===== config.mk =====
export PLATFORM = sky130hd
export DESIGN_NAME = cprfs_core
export DESIGN_NICKNAME = d
export VERILOG_FILES = /design/src/hdl/cprfs_alu.v /design/src/hdl/cprfs_regfile.v /design/src/hdl/cprfs_core.v
export VERILOG_INCLUDE_DIRS = /design/src /design/src/hdl
export SDC_FILE = /design/constraint.sdc
export NUM_CORES = 1
export LEC_CHECK = 0
export ABC_AREA = 1
export BUFFER_PORTS_ARGS = -buffer_cell sky130_fd_sc_hd__buf_2
export CAP_MARGIN = 20
export CORE_MARGIN = 2
export CORE_UTILIZATION = 35
export CTS_BUF_LIST = sky130_fd_sc_hd__clkbuf_4
export CTS_CLUSTER_SIZE = 20
export DETAILED_ROUTE_END_ITERATION = 6
export GPL_TIMING_DRIVEN = 1
export PLACE_DENSITY = 0.48
export SYNTH_ARGS = -nofsm -noshare
export SYNTH_HDL_FRONTEND = slang
export SYNTH_SLANG_ARGS = --single-unit

===== constraint.sdc =====
create_clock -name clock -period 4.3 [get_ports clock]
set_input_delay 1.075 -clock clock [delete_from_list [all_inputs] [get_ports clock]]
set_output_delay 1.075 -clock clock [all_outputs]
set_load 0.02 [all_outputs]

===== src/hdl/cprfs_defines.vh =====
// constants for the register, flag and stack core
`ifndef CPRFS_DEFINES_VH
`define CPRFS_DEFINES_VH
// ****************************************
// avalon register offsets (byte addresses)
// ****************************************
`define CPRFS_OFF_CTRL      8'h00
`define CPRFS_OFF_OPERAND   8'h04
`define CPRFS_OFF_RESULT    8'h08
`define CPRFS_OFF_FLAGS     8'h0C
`define CPRFS_OFF_IPTR      8'h10
`define CPRFS_OFF_STACK     8'h14
`define CPRFS_OFF_REG       8'h18
`define CPRFS_OFF_PAIR      8'h1C
`define CPRFS_OFF_BUS       8'h20
`define CPRFS_OFF_STATUS    8'h24
// ****************************************
// flag bit positions
// ****************************************
`define CPRFS_FLAG_SIGN     7
`define CPRFS_FLAG_ZERO     6
`define CPRFS_FLAG_HALF     4
`define CPRFS_FLAG_PARITY   2
`define CPRFS_FLAG_CARRY    0
`define CPRFS_FLAG_USED     8'hD5
`define CPRFS_FLAG_FILL     8'h02
// ****************************************
// reset values
// ****************************************
`define CPRFS_RST_FLAGS     8'h02
`define CPRFS_RST_WORD      16'h0000
// ****************************************
// alu operation codes (ctrl[3:0])
// ****************************************
`define CPRFS_OP_ADD        4'h0
`define CPRFS_OP_ADC        4'h1
`define CPRFS_OP_SUB        4'h2
`define CPRFS_OP_SBB        4'h3
`define CPRFS_OP_AND        4'h4
`define CPRFS_OP_XOR        4'h5
`define CPRFS_OP_OR         4'h6
`define CPRFS_OP_CMP        4'h7
`define CPRFS_OP_RLC        4'h8
`define CPRFS_OP_RRC        4'h9
`define CPRFS_OP_INR        4'hA
`define CPRFS_OP_DCR        4'hB
// ****************************************
// ctrl command codes (ctrl[7:4])
// ****************************************
`define CPRFS_CMD_ALU       4'h1
`define CPRFS_CMD_ALU_BUS   4'h2
`define CPRFS_CMD_PUSH      4'h3
`define CPRFS_CMD_POP       4'h4
`define CPRFS_CMD_INX       4'h5
`define CPRFS_CMD_DCX       4'h6
`define CPRFS_CMD_MEMRD     4'h7
`define CPRFS_CMD_MEMWR     4'h8
`define CPRFS_CMD_IORD      4'h9
`define CPRFS_CMD_IOWR      4'hA
// ****************************************
// pointer step sizes
// ****************************************
`define CPRFS_STACK_STEP    16'h0002
`define CPRFS_PAIR_STEP     16'h0001
`endif


===== src/hdl/cprfs_alu.v =====
// arithmetic, logic and rotate unit with flag generation
`timescale 1ns/1ps
`include "cprfs_defines.vh"
module cprfs_alu (
  input  wire [3:0] op,
  input  wire [7:0] a,
  input  wire [7:0] b,
  input  wire [7:0] flags_in,
  output reg  [7:0] result,
  output reg  [7:0] flags_out
);
  reg  [8:0] sum;
  reg  [4:0] low;
  reg        cin;
  reg        cy;
  reg        hc;
  reg        keep_cy;

  always @* begin
    cin     = flags_in[`CPRFS_FLAG_CARRY];
    sum     = 9'h000;
    low     = 5'h00;
    cy      = 1'b0;
    hc      = 1'b0;
    keep_cy = 1'b0;
    result  = a;
    case (op)
      `CPRFS_OP_ADD, `CPRFS_OP_ADC: begin
        sum    = {1'b0, a} + {1'b0, b} + {8'h00, (op == `CPRFS_OP_ADC) & cin};
        low    = {1'b0, a[3:0]} + {1'b0, b[3:0]} + {4'h0, (op == `CPRFS_OP_ADC) & cin};
        result = sum[7:0];
        cy     = sum[8];
        hc     = low[4];
      end
      // subtraction as add of the complement; carry then reads as a borrow
      `CPRFS_OP_SUB, `CPRFS_OP_SBB, `CPRFS_OP_CMP: begin
        sum    = {1'b0, a} + {1'b0, ~b} + {8'h00, ~((op == `CPRFS_OP_SBB) & cin)};
        low    = {1'b0, a[3:0]} + {1'b0, ~b[3:0]} + {4'h0, ~((op == `CPRFS_OP_SBB) & cin)};
        result = (op == `CPRFS_OP_CMP) ? a : sum[7:0];
        cy     = ~sum[8];
        hc     = low[4];
      end
      `CPRFS_OP_AND: begin
        result = a & b;
        hc     = a[3] | b[3];
      end
      `CPRFS_OP_XOR: result = a ^ b;
      `CPRFS_OP_OR:  result = a | b;
      `CPRFS_OP_RLC: begin
        result = {a[6:0], a[7]};
        cy     = a[7];
      end
      `CPRFS_OP_RRC: begin
        result = {a[0], a[7:1]};
        cy     = a[0];
      end
      // increment and decrement leave carry alone but still set zero
      `CPRFS_OP_INR: begin
        result  = a + 8'h01;
        hc      = (a[3:0] == 4'hF);
        keep_cy = 1'b1;
      end
      `CPRFS_OP_DCR: begin
        result  = a - 8'h01;
        hc      = (a[3:0] != 4'h0);
        keep_cy = 1'b1;
      end
      default: result = a;
    endcase
    flags_out = `CPRFS_FLAG_FILL;
    flags_out[`CPRFS_FLAG_SIGN]   = (op == `CPRFS_OP_CMP) ? sum[7] : result[7];
    flags_out[`CPRFS_FLAG_ZERO]   = (op == `CPRFS_OP_CMP) ? (sum[7:0] == 8'h00) : (result == 8'h00);
    flags_out[`CPRFS_FLAG_HALF]   = hc;
    flags_out[`CPRFS_FLAG_PARITY] = (op == `CPRFS_OP_CMP) ? ~^sum[7:0] : ~^result;
    flags_out[`CPRFS_FLAG_CARRY]  = keep_cy ? cin : cy;
  end
endmodule


===== src/hdl/cprfs_regfile.v =====
// eight addressable 8-bit registers with registered read port
`timescale 1ns/1ps
module cprfs_regfile #(
  parameter WIDTH = 8,
  parameter DEPTH = 8
) (
  input  wire                     clock,
  input  wire                     rst_n,
  input  wire                     wr_en,
  input  wire [2:0]               wr_addr,
  input  wire [WIDTH-1:0]         wr_data,
  input  wire [2:0]               rd_addr,
  output reg  [WIDTH-1:0]         rd_data,
  output wire [DEPTH*WIDTH-1:0]   all_q
);
  reg [WIDTH-1:0] mem_q [0:DEPTH-1];
  integer i;
  genvar g;

  always @(posedge clock or negedge rst_n) begin
    if (!rst_n) begin
      for (i = 0; i < DEPTH; i = i + 1) begin
        mem_q[i] <= {WIDTH{1'b0}};
      end
      rd_data <= {WIDTH{1'b0}};
    end else begin
      if (wr_en) begin
        mem_q[wr_addr] <= wr_data;
      end
      rd_data <= mem_q[rd_addr];
    end
  end

  generate
    for (g = 0; g < DEPTH; g = g + 1) begin : flat
      assign all_q[g*WIDTH +: WIDTH] = mem_q[g];
    end
  endgenerate
endmodule


===== src/hdl/cprfs_core.v =====
// register, flag and stack core with avalon-mm access and multiplexed external bus
`timescale 1ns/1ps
`include "cprfs_defines.vh"
module cprfs_core (
  input  wire        clock,
  input  wire        rst_n,
  input  wire [7:0]  avs_address,
  input  wire        avs_read,
  input  wire        avs_write,
  input  wire [31:0] avs_writedata,
  input  wire [3:0]  avs_byteenable,
  output reg  [31:0] avs_readdata,
  output wire        avs_waitrequest,
  output reg  [7:0]  muxed_low_bus_out,
  output reg         muxed_low_bus_oe_n,
  input  wire [7:0]  muxed_low_bus_in,
  output reg  [7:0]  high_address_lines,
  output reg         addr_latch_strobe,
  output reg         io_select,
  output reg         read_strobe_n,
  output reg         write_strobe_n
);
  // ****************************************
  // bus cycle states
  // ****************************************
  localparam ST_IDLE = 2'b00;
  localparam ST_ADDR = 2'b01;
  localparam ST_DATA = 2'b10;
  localparam ST_DONE = 2'b11;

  // ****************************************
  // state
  // ****************************************
  reg  [7:0]  result_q;
  reg  [7:0]  condition_flags_q;
  reg  [15:0] instruction_pointer_q;
  reg  [15:0] stack_top_pointer_q;
  reg  [7:0]  operand_q;
  reg  [7:0]  bus_data_q;
  reg  [7:0]  alu_bus_q;
  reg  [1:0]  bus_st_q;
  reg  [3:0]  bus_cmd_q;
  reg  [15:0] bus_addr_q;
  reg  [7:0]  bus_wdata_q;
  reg  [7:0]  low_sync1_q;
  reg  [7:0]  low_sync2_q;
  reg  [1:0]  rd_wait_q;
  reg         ack_q;
  reg  [2:0]  sel_q;
  reg         rf_we;
  reg  [2:0]  rf_waddr;
  reg  [7:0]  rf_wdata;
  wire [7:0]  rf_rdata;
  wire [63:0] rf_all;
  wire [7:0]  alu_result;
  wire [7:0]  alu_flags;

  wire        access   = avs_read | avs_write;
  wire        wr_fire  = avs_write & ~avs_waitrequest;
  wire        busy     = (bus_st_q != ST_IDLE);
  wire [3:0]  cmd      = avs_writedata[7:4];
  wire [3:0]  op       = avs_writedata[3:0];
  wire [1:0]  pair_sel = avs_writedata[9:8];
  wire        cmd_go   = wr_fire & (avs_address == `CPRFS_OFF_CTRL) & avs_byteenable[0];

  // one wait state so register file read data can be registered; bus commands hold off while busy
  assign avs_waitrequest = access & (~ack_q | (avs_write & (avs_address == `CPRFS_OFF_CTRL) & busy));

  // pair index 0..2 = second, third, memory pointer; 3 = stack
  function [15:0] pair_of;
    input [1:0]  sel;
    input [63:0] regs;
    input [15:0] sp;
    begin
      case (sel)
        2'd0:    pair_of = {regs[7:0],   regs[15:8]};
        2'd1:    pair_of = {regs[23:16], regs[31:24]};
        2'd2:    pair_of = {regs[39:32], regs[47:40]};
        default: pair_of = sp;
      endcase
    end
  endfunction

  cprfs_regfile #(
    .WIDTH (8),
    .DEPTH (8)
  ) u_rf (
    .clock   (clock),
    .rst_n   (rst_n),
    .wr_en   (rf_we),
    .wr_addr (rf_waddr),
    .wr_data (rf_wdata),
    .rd_addr (sel_q),
    .rd_data (rf_rdata),
    .all_q   (rf_all)
  );

  cprfs_alu u_alu (
    .op        (op),
    .a         (result_q),
    .b         (operand_q),
    .flags_in  (condition_flags_q),
    .result    (alu_result),
    .flags_out (alu_flags)
  );

  // ****************************************
  // register file write port: software and pair steps
  // ****************************************
  wire [15:0] pair_now  = pair_of(pair_sel, rf_all, stack_top_pointer_q);
  wire [15:0] pair_next = (cmd == `CPRFS_CMD_INX) ? pair_now + `CPRFS_PAIR_STEP : pair_now - `CPRFS_PAIR_STEP;
  reg         hi_pend_q;
  reg  [2:0]  hi_addr_q;
  reg  [7:0]  hi_data_q;

  always @* begin
    rf_we    = 1'b0;
    rf_waddr = 3'd0;
    rf_wdata = 8'h00;
    if (hi_pend_q) begin
      rf_we    = 1'b1;
      rf_waddr = hi_addr_q;
      rf_wdata = hi_data_q;
    end else if (wr_fire & (avs_address == `CPRFS_OFF_REG)) begin
      rf_we    = 1'b1;
      rf_waddr = avs_writedata[10:8];
      rf_wdata = avs_writedata[7:0];
    end else if (cmd_go & ((cmd == `CPRFS_CMD_INX) | (cmd == `CPRFS_CMD_DCX)) & (pair_sel != 2'd3)) begin
      rf_we    = 1'b1;
      rf_waddr = {pair_sel, 1'b1};
      rf_wdata = pair_next[7:0];
    end
  end

  // ****************************************
  // programmer state and register interface
  // ****************************************
  always @(posedge clock or negedge rst_n) begin
    if (!rst_n) begin
      result_q              <= 8'h00;
      condition_flags_q     <= `CPRFS_RST_FLAGS;
      instruction_pointer_q <= `CPRFS_RST_WORD;
      stack_top_pointer_q   <= `CPRFS_RST_WORD;
      operand_q             <= 8'h00;
      alu_bus_q             <= 8'h00;
      ack_q                 <= 1'b0;
      sel_q                 <= 3'd0;
      hi_pend_q             <= 1'b0;
      hi_addr_q             <= 3'd0;
      hi_data_q             <= 8'h00;
      avs_readdata          <= 32'h0000_0000;
    end else begin
      ack_q     <= access & ~ack_q;
      hi_pend_q <= 1'b0;
      if (access & ~ack_q & avs_read) begin
        case (avs_address)
          `CPRFS_OFF_RESULT:  avs_readdata <= {24'h00_0000, result_q};
          `CPRFS_OFF_FLAGS:   avs_readdata <= {24'h00_0000, condition_flags_q};
          `CPRFS_OFF_IPTR:    avs_readdata <= {16'h0000, instruction_pointer_q};
          `CPRFS_OFF_STACK:   avs_readdata <= {16'h0000, stack_top_pointer_q};
          `CPRFS_OFF_OPERAND: avs_readdata <= {24'h00_0000, operand_q};
          `CPRFS_OFF_PAIR:    avs_readdata <= {16'h0000, pair_of(avs_writedata[1:0], rf_all, stack_top_pointer_q)};
          `CPRFS_OFF_BUS:     avs_readdata <= {16'h0000, alu_bus_q, bus_data_q};
          `CPRFS_OFF_STATUS:  avs_readdata <= {31'h0000_0000, busy};
          `CPRFS_OFF_REG:     avs_readdata <= {24'h00_0000, rf_rdata};
          default:            avs_readdata <= 32'h0000_0000;
        endcase
      end
      if (wr_fire) begin
        case (avs_address)
          `CPRFS_OFF_RESULT:  result_q <= avs_writedata[7:0];
          `CPRFS_OFF_OPERAND: operand_q <= avs_writedata[7:0];
          // only the five flag positions take the write
          `CPRFS_OFF_FLAGS:   condition_flags_q <= (avs_writedata[7:0] & `CPRFS_FLAG_USED) | `CPRFS_FLAG_FILL;
          `CPRFS_OFF_IPTR:    instruction_pointer_q <= avs_writedata[15:0];
          `CPRFS_OFF_STACK:   stack_top_pointer_q <= avs_writedata[15:0];
          `CPRFS_OFF_REG:     sel_q <= avs_writedata[10:8];
          default:            sel_q <= sel_q;
        endcase
      end
      if (cmd_go) begin
        case (cmd)
          `CPRFS_CMD_ALU: begin
            if (op != `CPRFS_OP_CMP) begin
              result_q <= alu_result;
            end
            condition_flags_q <= alu_flags;
          end
          `CPRFS_CMD_ALU_BUS: begin
            alu_bus_q         <= alu_result;
            condition_flags_q <= alu_flags;
          end
          `CPRFS_CMD_PUSH: stack_top_pointer_q <= stack_top_pointer_q - `CPRFS_STACK_STEP;
          `CPRFS_CMD_POP:  stack_top_pointer_q <= stack_top_pointer_q + `CPRFS_STACK_STEP;
          `CPRFS_CMD_INX, `CPRFS_CMD_DCX: begin
            if (pair_sel == 2'd3) begin
              stack_top_pointer_q <= pair_next;
            end else begin
              hi_pend_q <= 1'b1;
              hi_addr_q <= {pair_sel, 1'b0};
              hi_data_q <= pair_next[15:8];
            end
          end
          default: result_q <= result_q;
        endcase
      end
    end
  end

  // ****************************************
  // external multiplexed bus cycle
  // ****************************************
  always @(posedge clock or negedge rst_n) begin
    if (!rst_n) begin
      bus_st_q           <= ST_IDLE;
      bus_cmd_q          <= 4'h0;
      bus_addr_q         <= 16'h0000;
      bus_wdata_q        <= 8'h00;
      bus_data_q         <= 8'h00;
      low_sync1_q        <= 8'h00;
      low_sync2_q        <= 8'h00;
      rd_wait_q          <= 2'd0;
      muxed_low_bus_out  <= 8'h00;
      muxed_low_bus_oe_n <= 1'b1;
      high_address_lines <= 8'h00;
      addr_latch_strobe  <= 1'b0;
      io_select          <= 1'b0;
      read_strobe_n      <= 1'b1;
      write_strobe_n     <= 1'b1;
    end else begin
      low_sync1_q <= muxed_low_bus_in;
      low_sync2_q <= low_sync1_q;
      case (bus_st_q)
        ST_IDLE: begin
          if (cmd_go & (cmd >= `CPRFS_CMD_MEMRD) & (cmd <= `CPRFS_CMD_IOWR)) begin
            bus_cmd_q   <= cmd;
            bus_wdata_q <= result_q;
            // memory through the pointer pair (or selected pair); io uses an 8-bit port number
            if ((cmd == `CPRFS_CMD_IORD) | (cmd == `CPRFS_CMD_IOWR)) begin
              bus_addr_q <= {avs_writedata[23:16], avs_writedata[23:16]};
            end else begin
              bus_addr_q <= pair_of((pair_sel == 2'd3) ? 2'd2 : pair_sel, rf_all, stack_top_pointer_q);
            end
            bus_st_q <= ST_ADDR;
          end
        end
        ST_ADDR: begin
          muxed_low_bus_out  <= bus_addr_q[7:0];
          muxed_low_bus_oe_n <= 1'b0;
          high_address_lines <= bus_addr_q[15:8];
          io_select          <= (bus_cmd_q == `CPRFS_CMD_IORD) | (bus_cmd_q == `CPRFS_CMD_IOWR);
          addr_latch_strobe  <= 1'b1;
          bus_st_q           <= ST_DATA;
        end
        ST_DATA: begin
          addr_latch_strobe <= 1'b0;
          if ((bus_cmd_q == `CPRFS_CMD_MEMWR) | (bus_cmd_q == `CPRFS_CMD_IOWR)) begin
            muxed_low_bus_out <= bus_wdata_q;
            write_strobe_n    <= 1'b0;
          end else begin
            muxed_low_bus_oe_n <= 1'b1;
            read_strobe_n      <= 1'b0;
          end
          bus_st_q <= ST_DONE;
        end
        ST_DONE: begin
          // read strobe stays low until the pin has passed both sync stages
          if (~read_strobe_n & (rd_wait_q != 2'd2)) begin
            rd_wait_q <= rd_wait_q + 2'd1;
          end else begin
            if (~read_strobe_n) begin
              bus_data_q <= low_sync2_q;
            end
            rd_wait_q          <= 2'd0;
            read_strobe_n      <= 1'b1;
            write_strobe_n     <= 1'b1;
            muxed_low_bus_oe_n <= 1'b1;
            bus_st_q           <= ST_IDLE;
          end
        end
        default: bus_st_q <= ST_IDLE;
      endcase
    end
  end
endmodule


==> results.cfg, run 1 <==
[route]
ant_nets = 0
dr_total_vias = 15803
drcViolationCount = 0
drtIter0Drc = 1505
wl_per_cell_um = 20.7
vias_per_cell = 5.27
dr.pass1.iters = 7
totalWireLength_um = 62100

[synth]
yosys.cell_types.count = 57
syn_area_um2 = 15700
syn_avg_cell_area_um2 = 7.41
synth_edf_count = 0
synth_top_flop_cell = dfrtp_1
ys_seq_area_share_pct = 39.0
ys_async_sr_fraction_pct = 100
yosys_warnings = 0
syn_inst = 2114
ys_ff_latch = 244

[clock_tree]
cts.reportedPaths.clkPinSlew_ns = 0.06
cts_tree = done
numCtsBuffers = 74
cts_setup_buffers = 0
clkSinkCount = 244
htreeDepth = 3
hold_buffers = 0
clk_latency_ns = 0.81
post_cts_resize_count = 0
root_buffer = clkbuf_4
cts_buffer_depth = 3

[pwr]
p_clk_share_pct = 34.4
p_switching_mw = 2.27
ir_drop_v = 0.000238
p_seq_share_pct = 40.5
total_power_mw = 6.45
p_per_area_nw_per_um2 = 346
p_comb_share_pct = 25.1
p_leak_nw = 9.36
internal_power_mw = 4.18
swShare_pct = 35.2

[timing]
setup_viol = 0
relSlewSlack_pct = 30.8
worstMarginPinSlew_ns = 1.03
report.final.hold_viol_count = 0
finalCriticalPeriod_ns = 4.06
rsz0062_at_grt = no
fin_crit_sh_pct = 94.3
skew_ns = 0.0517
worst_slack_ns = 0.245
final-max-slew-violation-count = 0
fmax_ghz = 0.247

[layout]
fin_area_um2 = 18700
seqCellArea_um2 = 6110
final_cell_mix = 542 x nand2_1, 240 x dfrtp_1, 233 x inv_1, 223 x o21ai_0, 199 x nor2_1
area_delta_synth_final_pct = 19.2
layout.nets = 2491
fin_util_pct = 42.2
multiInputGateArea_um2 = 8270
drive_gt1_share_pct = 17.3
fill_cells = 4658
layout_commonest_cell = nand2_1

[setup_path]
cp.arrival_ns = 4.74
worstPathRequired_ns = 4.98
r2r-end = condition_flags_q[2]
worstReg2RegStart = result_q[3]
cp-start-kind = input port
r2r_setup_slack_ns = 0.55
crit_fanout = 3
worstRegToRegCells = 16
critPathLaunch = avs_writedata[3]
cp-end-kind = register
worstSetupPathType = in -> reg

[place]
place_ws_ns = -0.500
dp_hpwl_um = 47800
place_area_um2 = 17800
io_buffers = 82
gp_congestion = 0.944

[floorplanning]
fp.dieW_um = 216
initial_core_util_pct = 35.4
dieHeight_um = 216
num_rows = 77
io_pins = 110
dieArea_um2 = 46400
core_um2 = 44200

[global_routing]
grt_pass1_wl_um = 95000
grt.overflow.total = 0
antenna_found_initial = 5
grt_pass1_vias = 15453
grtUsageTotal_pct = 26.9
grt_max_degree = 85

[run]
drv_cap = 0

[min_path]
hold_path_class = in -> async

[run_status]
status = completed
==> through the flow <==
stage,hold WS (ns),instances,TNS (ns)
2_1_floorplan,0.331,2129,0
3_3_place_gp,0.336,2875,-0.753
3_5_place_dp,0.336,2875,-0.664
4_1_cts,0.142,2997,0
5_1_grt,0.180,3000,0
6_report,0.183,3000,0
==> state kept, by name (all words and copies together) (netlist names), 8 cells and up <==
name	count
alu_bus_q	8
avs_readdata	16
bus_addr_q	16
bus_data_q	8
bus_wdata_q	8
condition_flags_q	8
hi_data_q	8
high_address_lines	8
instruction_pointer_q	16
low_sync1_q	8
low_sync2_q	8
muxed_low_bus_out	8
operand_q	8
result_q	8
stack_top_pointer_q	16
u_rf.all_q	64
u_rf.rd_data	8
==> layer usage <==
layer / vias to the layer above / wire (µm) / global-route usage (%)
met5: - / 13 / 0
met4: 2 / 2360 / 11.4
met3: 115 / 4140 / 4.30
met2: 617 / 27700 / 42.2
met1: 7507 / 27800 / 36.7
li1: 7562 / - / -
==> how the worst max path moves through the flow <==
| stage | end |
|---|---|
| after detailed placement | condition_flags_q[2] |
| after global placement | condition_flags_q[2] |
| after CTS | condition_flags_q[2] |
| after global routing | condition_flags_q[2] |
| final | condition_flags_q[2] |
| after floorplan | condition_flags_q[2] |
==> cell type report <==
class	count	area share, %
multi-input cells	1554	44.3
flip-flops and latches	244	32.7
repair buffers	241	9.38
inverters	244	4.91
clock buffers	100	4.02
well taps	592	3.97
clock inverters	22	0.663
diodes	3	0.0402
==> critical path, cell delays in order <==
cell	delay [ns]
buf_2	0.11
nor2_1	0.41
buf_4	0.21
nand3_1	0.09
fa_1	0.50
fa_1	0.39
inv_1	0.09
buf_4	0.12
a31oi_1	0.14
nor2_1	0.17
nor2_1	0.06
nor2_1	0.10
nand4_1	0.15
inv_1	0.13
ha_1	0.24
xnor2_1	0.19
xnor2_1	0.10
nand2_1	0.06
o21ai_0	0.16
o21ai_1	0.17
inv_1	0.05
==> kinds of logic (layout without fill, tap and decap cells) <==
family	Yosys count	in the layout	share of synthesized area [%]
and+or+nand+nor	896	896	24.0
AOI/OAI and AO/OA	527	527	19.6
buffers and inverters	331	607	8.54
DFF	244	244	39.0
adders and majority gates	76	76	6.41
xor gates and xnor gates	24	24	1.34
muxes	15	15	1.07
other	1	19	0.0240
==> power groups by stage <==
stage | sequential [mW] | clock [mW] | combinational (mW)
2_1_floorplan | 2.67 | 0 | 0.917
3_3_place_gp | 2.65 | 0 | 1.61
3_5_place_dp | 2.65 | 0 | 1.62
4_1_cts | 2.61 | 2.29 | 1.63
5_1_grt | 2.63 | 2.43 | 1.82
6_report | 2.61 | 2.22 | 1.62
==> synthesized netlist by cell type, types with 5 or more instances <==
| master | n | share of area, % |
|---|---|---|
| nand3_2 | 12 | 0.77 |
| o221ai_1 | 6 | 0.34 |
| dfrtp_1 | 240 | 38 |
| nor2_2 | 5 | 0.20 |
| fa_1 | 7 | 0.90 |
| a221oi_1 | 23 | 1.3 |
| nand4_1 | 21 | 0.84 |
| nor3_1 | 15 | 0.48 |
| a211oi_1 | 8 | 0.38 |
| nand2_2 | 5 | 0.20 |
| a31oi_1 | 30 | 1.2 |
| inv_2 | 8 | 0.19 |
| o22ai_1 | 26 | 1.0 |
| clkbuf_1 | 49 | 1.2 |
| ha_1 | 69 | 5.5 |
| o211ai_1 | 43 | 2.1 |
| o21bai_1 | 6 | 0.29 |
| o21ai_0 | 223 | 7.1 |
| xnor2_1 | 9 | 0.50 |
| nand2_1 | 542 | 13 |
| xor2_1 | 15 | 0.84 |
| o21ai_1 | 37 | 1.2 |
| inv_1 | 233 | 5.6 |
| nand3_1 | 79 | 2.5 |
| mux2_2 | 14 | 1.0 |
| buf_4 | 19 | 0.91 |
| buf_2 | 18 | 0.58 |
| a21oi_1 | 95 | 3.0 |
| nor2_1 | 200 | 4.8 |
Power figures use the tool's default switching activity.
==> run 2, diff against run 1 <==
--- a/config.mk
+++ b/config.mk
@@ -15,7 +15,7 @@
 export CTS_CLUSTER_SIZE = 20
 export DETAILED_ROUTE_END_ITERATION = 6
 export GPL_TIMING_DRIVEN = 1
-export PLACE_DENSITY = 0.48
+export PLACE_DENSITY = 0.5
 export SYNTH_ARGS = -nofsm -noshare
 export SYNTH_HDL_FRONTEND = slang
 export SYNTH_SLANG_ARGS = --single-unit
==> constraint.sdc (replaced) <==
create_clock -name clock -period 3.4 [get_ports clock]
set_input_delay 0.85 -clock clock [delete_from_list [all_inputs] [get_ports clock]]
set_output_delay 0.85 -clock clock [all_outputs]
set_load 0.02 [all_outputs]
==> results.cfg, run 2 (synthesis results as in run 1) <==
[run_status]
status = completed

[setup_path]
r2r_setup_slack_ns = 0.20
cp-end-kind = register
critPathLaunch = avs_writedata[2]
crit_fanout = 3
worstRegToRegCells = 18
cp.arrival_ns = 3.91
worstPathRequired_ns = 4.10
cp-start-kind = input port
endpoint = condition_flags_q[2]
r2r-end = condition_flags_q[2]
worstReg2RegStart = condition_flags_q[0]
worstSetupPathType = in -> reg

[layout]
largest_reg_flops = 64
final_cell_mix = 542 x nand2_1, 255 x buf_4, 239 x dfrtp_1, 230 x inv_1, 223 x o21ai_0
fin_util_pct = 44.2
drive_gt1_share_pct = 21.6
layout.nets = 2595
layout_commonest_cell = nand2_1
area_delta_synth_final_pct = 24.8
fill_cells = 4610

[clock_tree]
numCtsBuffers = 73
htreeDepth = 3
clkSinkCount = 244
cts_buffer_depth = 3
clk_latency_ns = 0.82
cts_setup_buffers = 0
cts.reportedPaths.clkPinSlew_ns = 0.07
root_buffer = clkbuf_4
cts_tree = done

[timing]
skew_ns = 0.0597
setup_viol = 0
final-max-slew-violation-count = 0
relSlewSlack_pct = 40.4
finalCriticalPeriod_ns = 3.21
report.final.hold_viol_count = 0
rsz0062_at_grt = yes
worst_slack_ns = 0.189
fmax_ghz = 0.311
worstMarginPinSlew_ns = 0.891
fin_crit_sh_pct = 94.4

[global_routing]
grt.overflow.total = 0
grtUsageTotal_pct = 27.7
antenna_found_initial = 4
grt_max_degree = 89
grt_pass1_wl_um = 96900
grt_pass1_vias = 15815

[route]
drtIter0Drc = 1374
totalWireLength_um = 64000
wl_per_cell_um = 20.6
drcViolationCount = 0
dr_total_vias = 16163
dr.pass1.iters = 6
vias_per_cell = 5.20
ant_nets = 0

[place]
dp_hpwl_um = 50300
gp_congestion = 0.964
place_ws_ns = -0.767
io_buffers = 82

[floorplanning]
dieHeight_um = 216
initial_core_util_pct = 35.4
core_um2 = 44200
dieArea_um2 = 46400
fp.dieW_um = 216
num_rows = 77
io_pins = 110

[run]
drv_cap = 0

[pwr]
p_per_area_nw_per_um2 = 428
p_leak_nw = 9.89
ir_drop_v = 0.000371

[min_path]
hold_path_class = in -> reg
-- run 2: changes by cell type in the layout (fill, tap and decap cells not counted), sizes merged --
cell and delta:
diode +1, dlygate4sd3 +1, bufinv +1, clkinv -3, clkbuf +5, buf +104
-- run 2: final cells by class --
type	instances	area, µm²	area share (%)
inverters	244	916	4.69
flip-flops and latches	244	6110	31.3
well taps	592	741	3.79
clock inverters	20	135	0.692
multi-input cells	1554	8330	42.6
diodes	4	10.0	0.0512
clock buffers	105	788	4.04
repair buffers	346	2500	12.8
-- run 2: through the flow --
step                      power [mW]  cell area (µm²)  hold slack, ns  std cells  setup TNS [ns]
after floorplan                 4.54            15800           0.331       2129          -0.167
after global placement          5.44            18600           0.337       2979          -33.78
after detailed placement        5.45            18600           0.338       2979          -36.50
after CTS                       8.42            19500           0.116       3105               0
after global routing            8.85            19500           0.104       3107          -0.108
final                           8.36            19500           0.160       3109               0
-- run 2: repair_timing --
item | CTS | global route
resized for setup | 0 | 8
hold buffers | 1 | 0
hold endpoints to repair | 40 | 0
setup endpoints to repair | 0 | 25
-- run 2: worst max-delay path, cell delays in order --
cell     delay, ns
buf_2         0.15
nor2_4        0.19
nand3_1       0.13
fa_2          0.40
inv_1         0.09
fa_2          0.22
inv_1         0.06
nand3_1       0.07
nand3_1       0.12
xor2_1        0.19
or2_2         0.29
nand4_1       0.12
inv_1         0.08
ha_1          0.32
xnor2_2       0.15
xnor2_1       0.13
nand2_1       0.05
o21ai_0       0.10
o21ai_1       0.13
inv_1         0.05
-- run 2: how the worst min path moves through the flow --
stage                     cells past startpoint        endpoint  slack [ns]                 from
after floorplan                               0  low_sync2_q[0]        0.33       low_sync1_q[0]
after global placement                        0  low_sync2_q[5]        0.34       low_sync1_q[5]
after detailed placement                      0  low_sync2_q[4]        0.34       low_sync1_q[4]
after CTS                                     1  low_sync1_q[6]        0.12  muxed_low_bus_in[6]
after global routing                          1  low_sync1_q[1]        0.10  muxed_low_bus_in[1]
final                                         1  low_sync1_q[6]        0.16  muxed_low_bus_in[6]
-- run 2: report_power, final --
| group | switching [mW] | internal, mW |
|---|---|---|
| sequential | 0.150 | 3.13 |
| clock | 1.37 | 1.56 |
| combinational | 1.35 | 0.790 |
| total | 2.87 | 5.49 |
-- run 2: metal layers --
| metal | track usage, % | vias to the layer above | routed length [µm] |
|---|---|---|---|
| met4 | 10.9 | 2 | 2460 |
| met1 | 37.8 | 7581 | 28500 |
| li1 | - | 7771 | - |
| met3 | 6.47 | 129 | 4890 |
| met5 | 0 | - | 11 |
| met2 | 42.4 | 680 | 28100 |
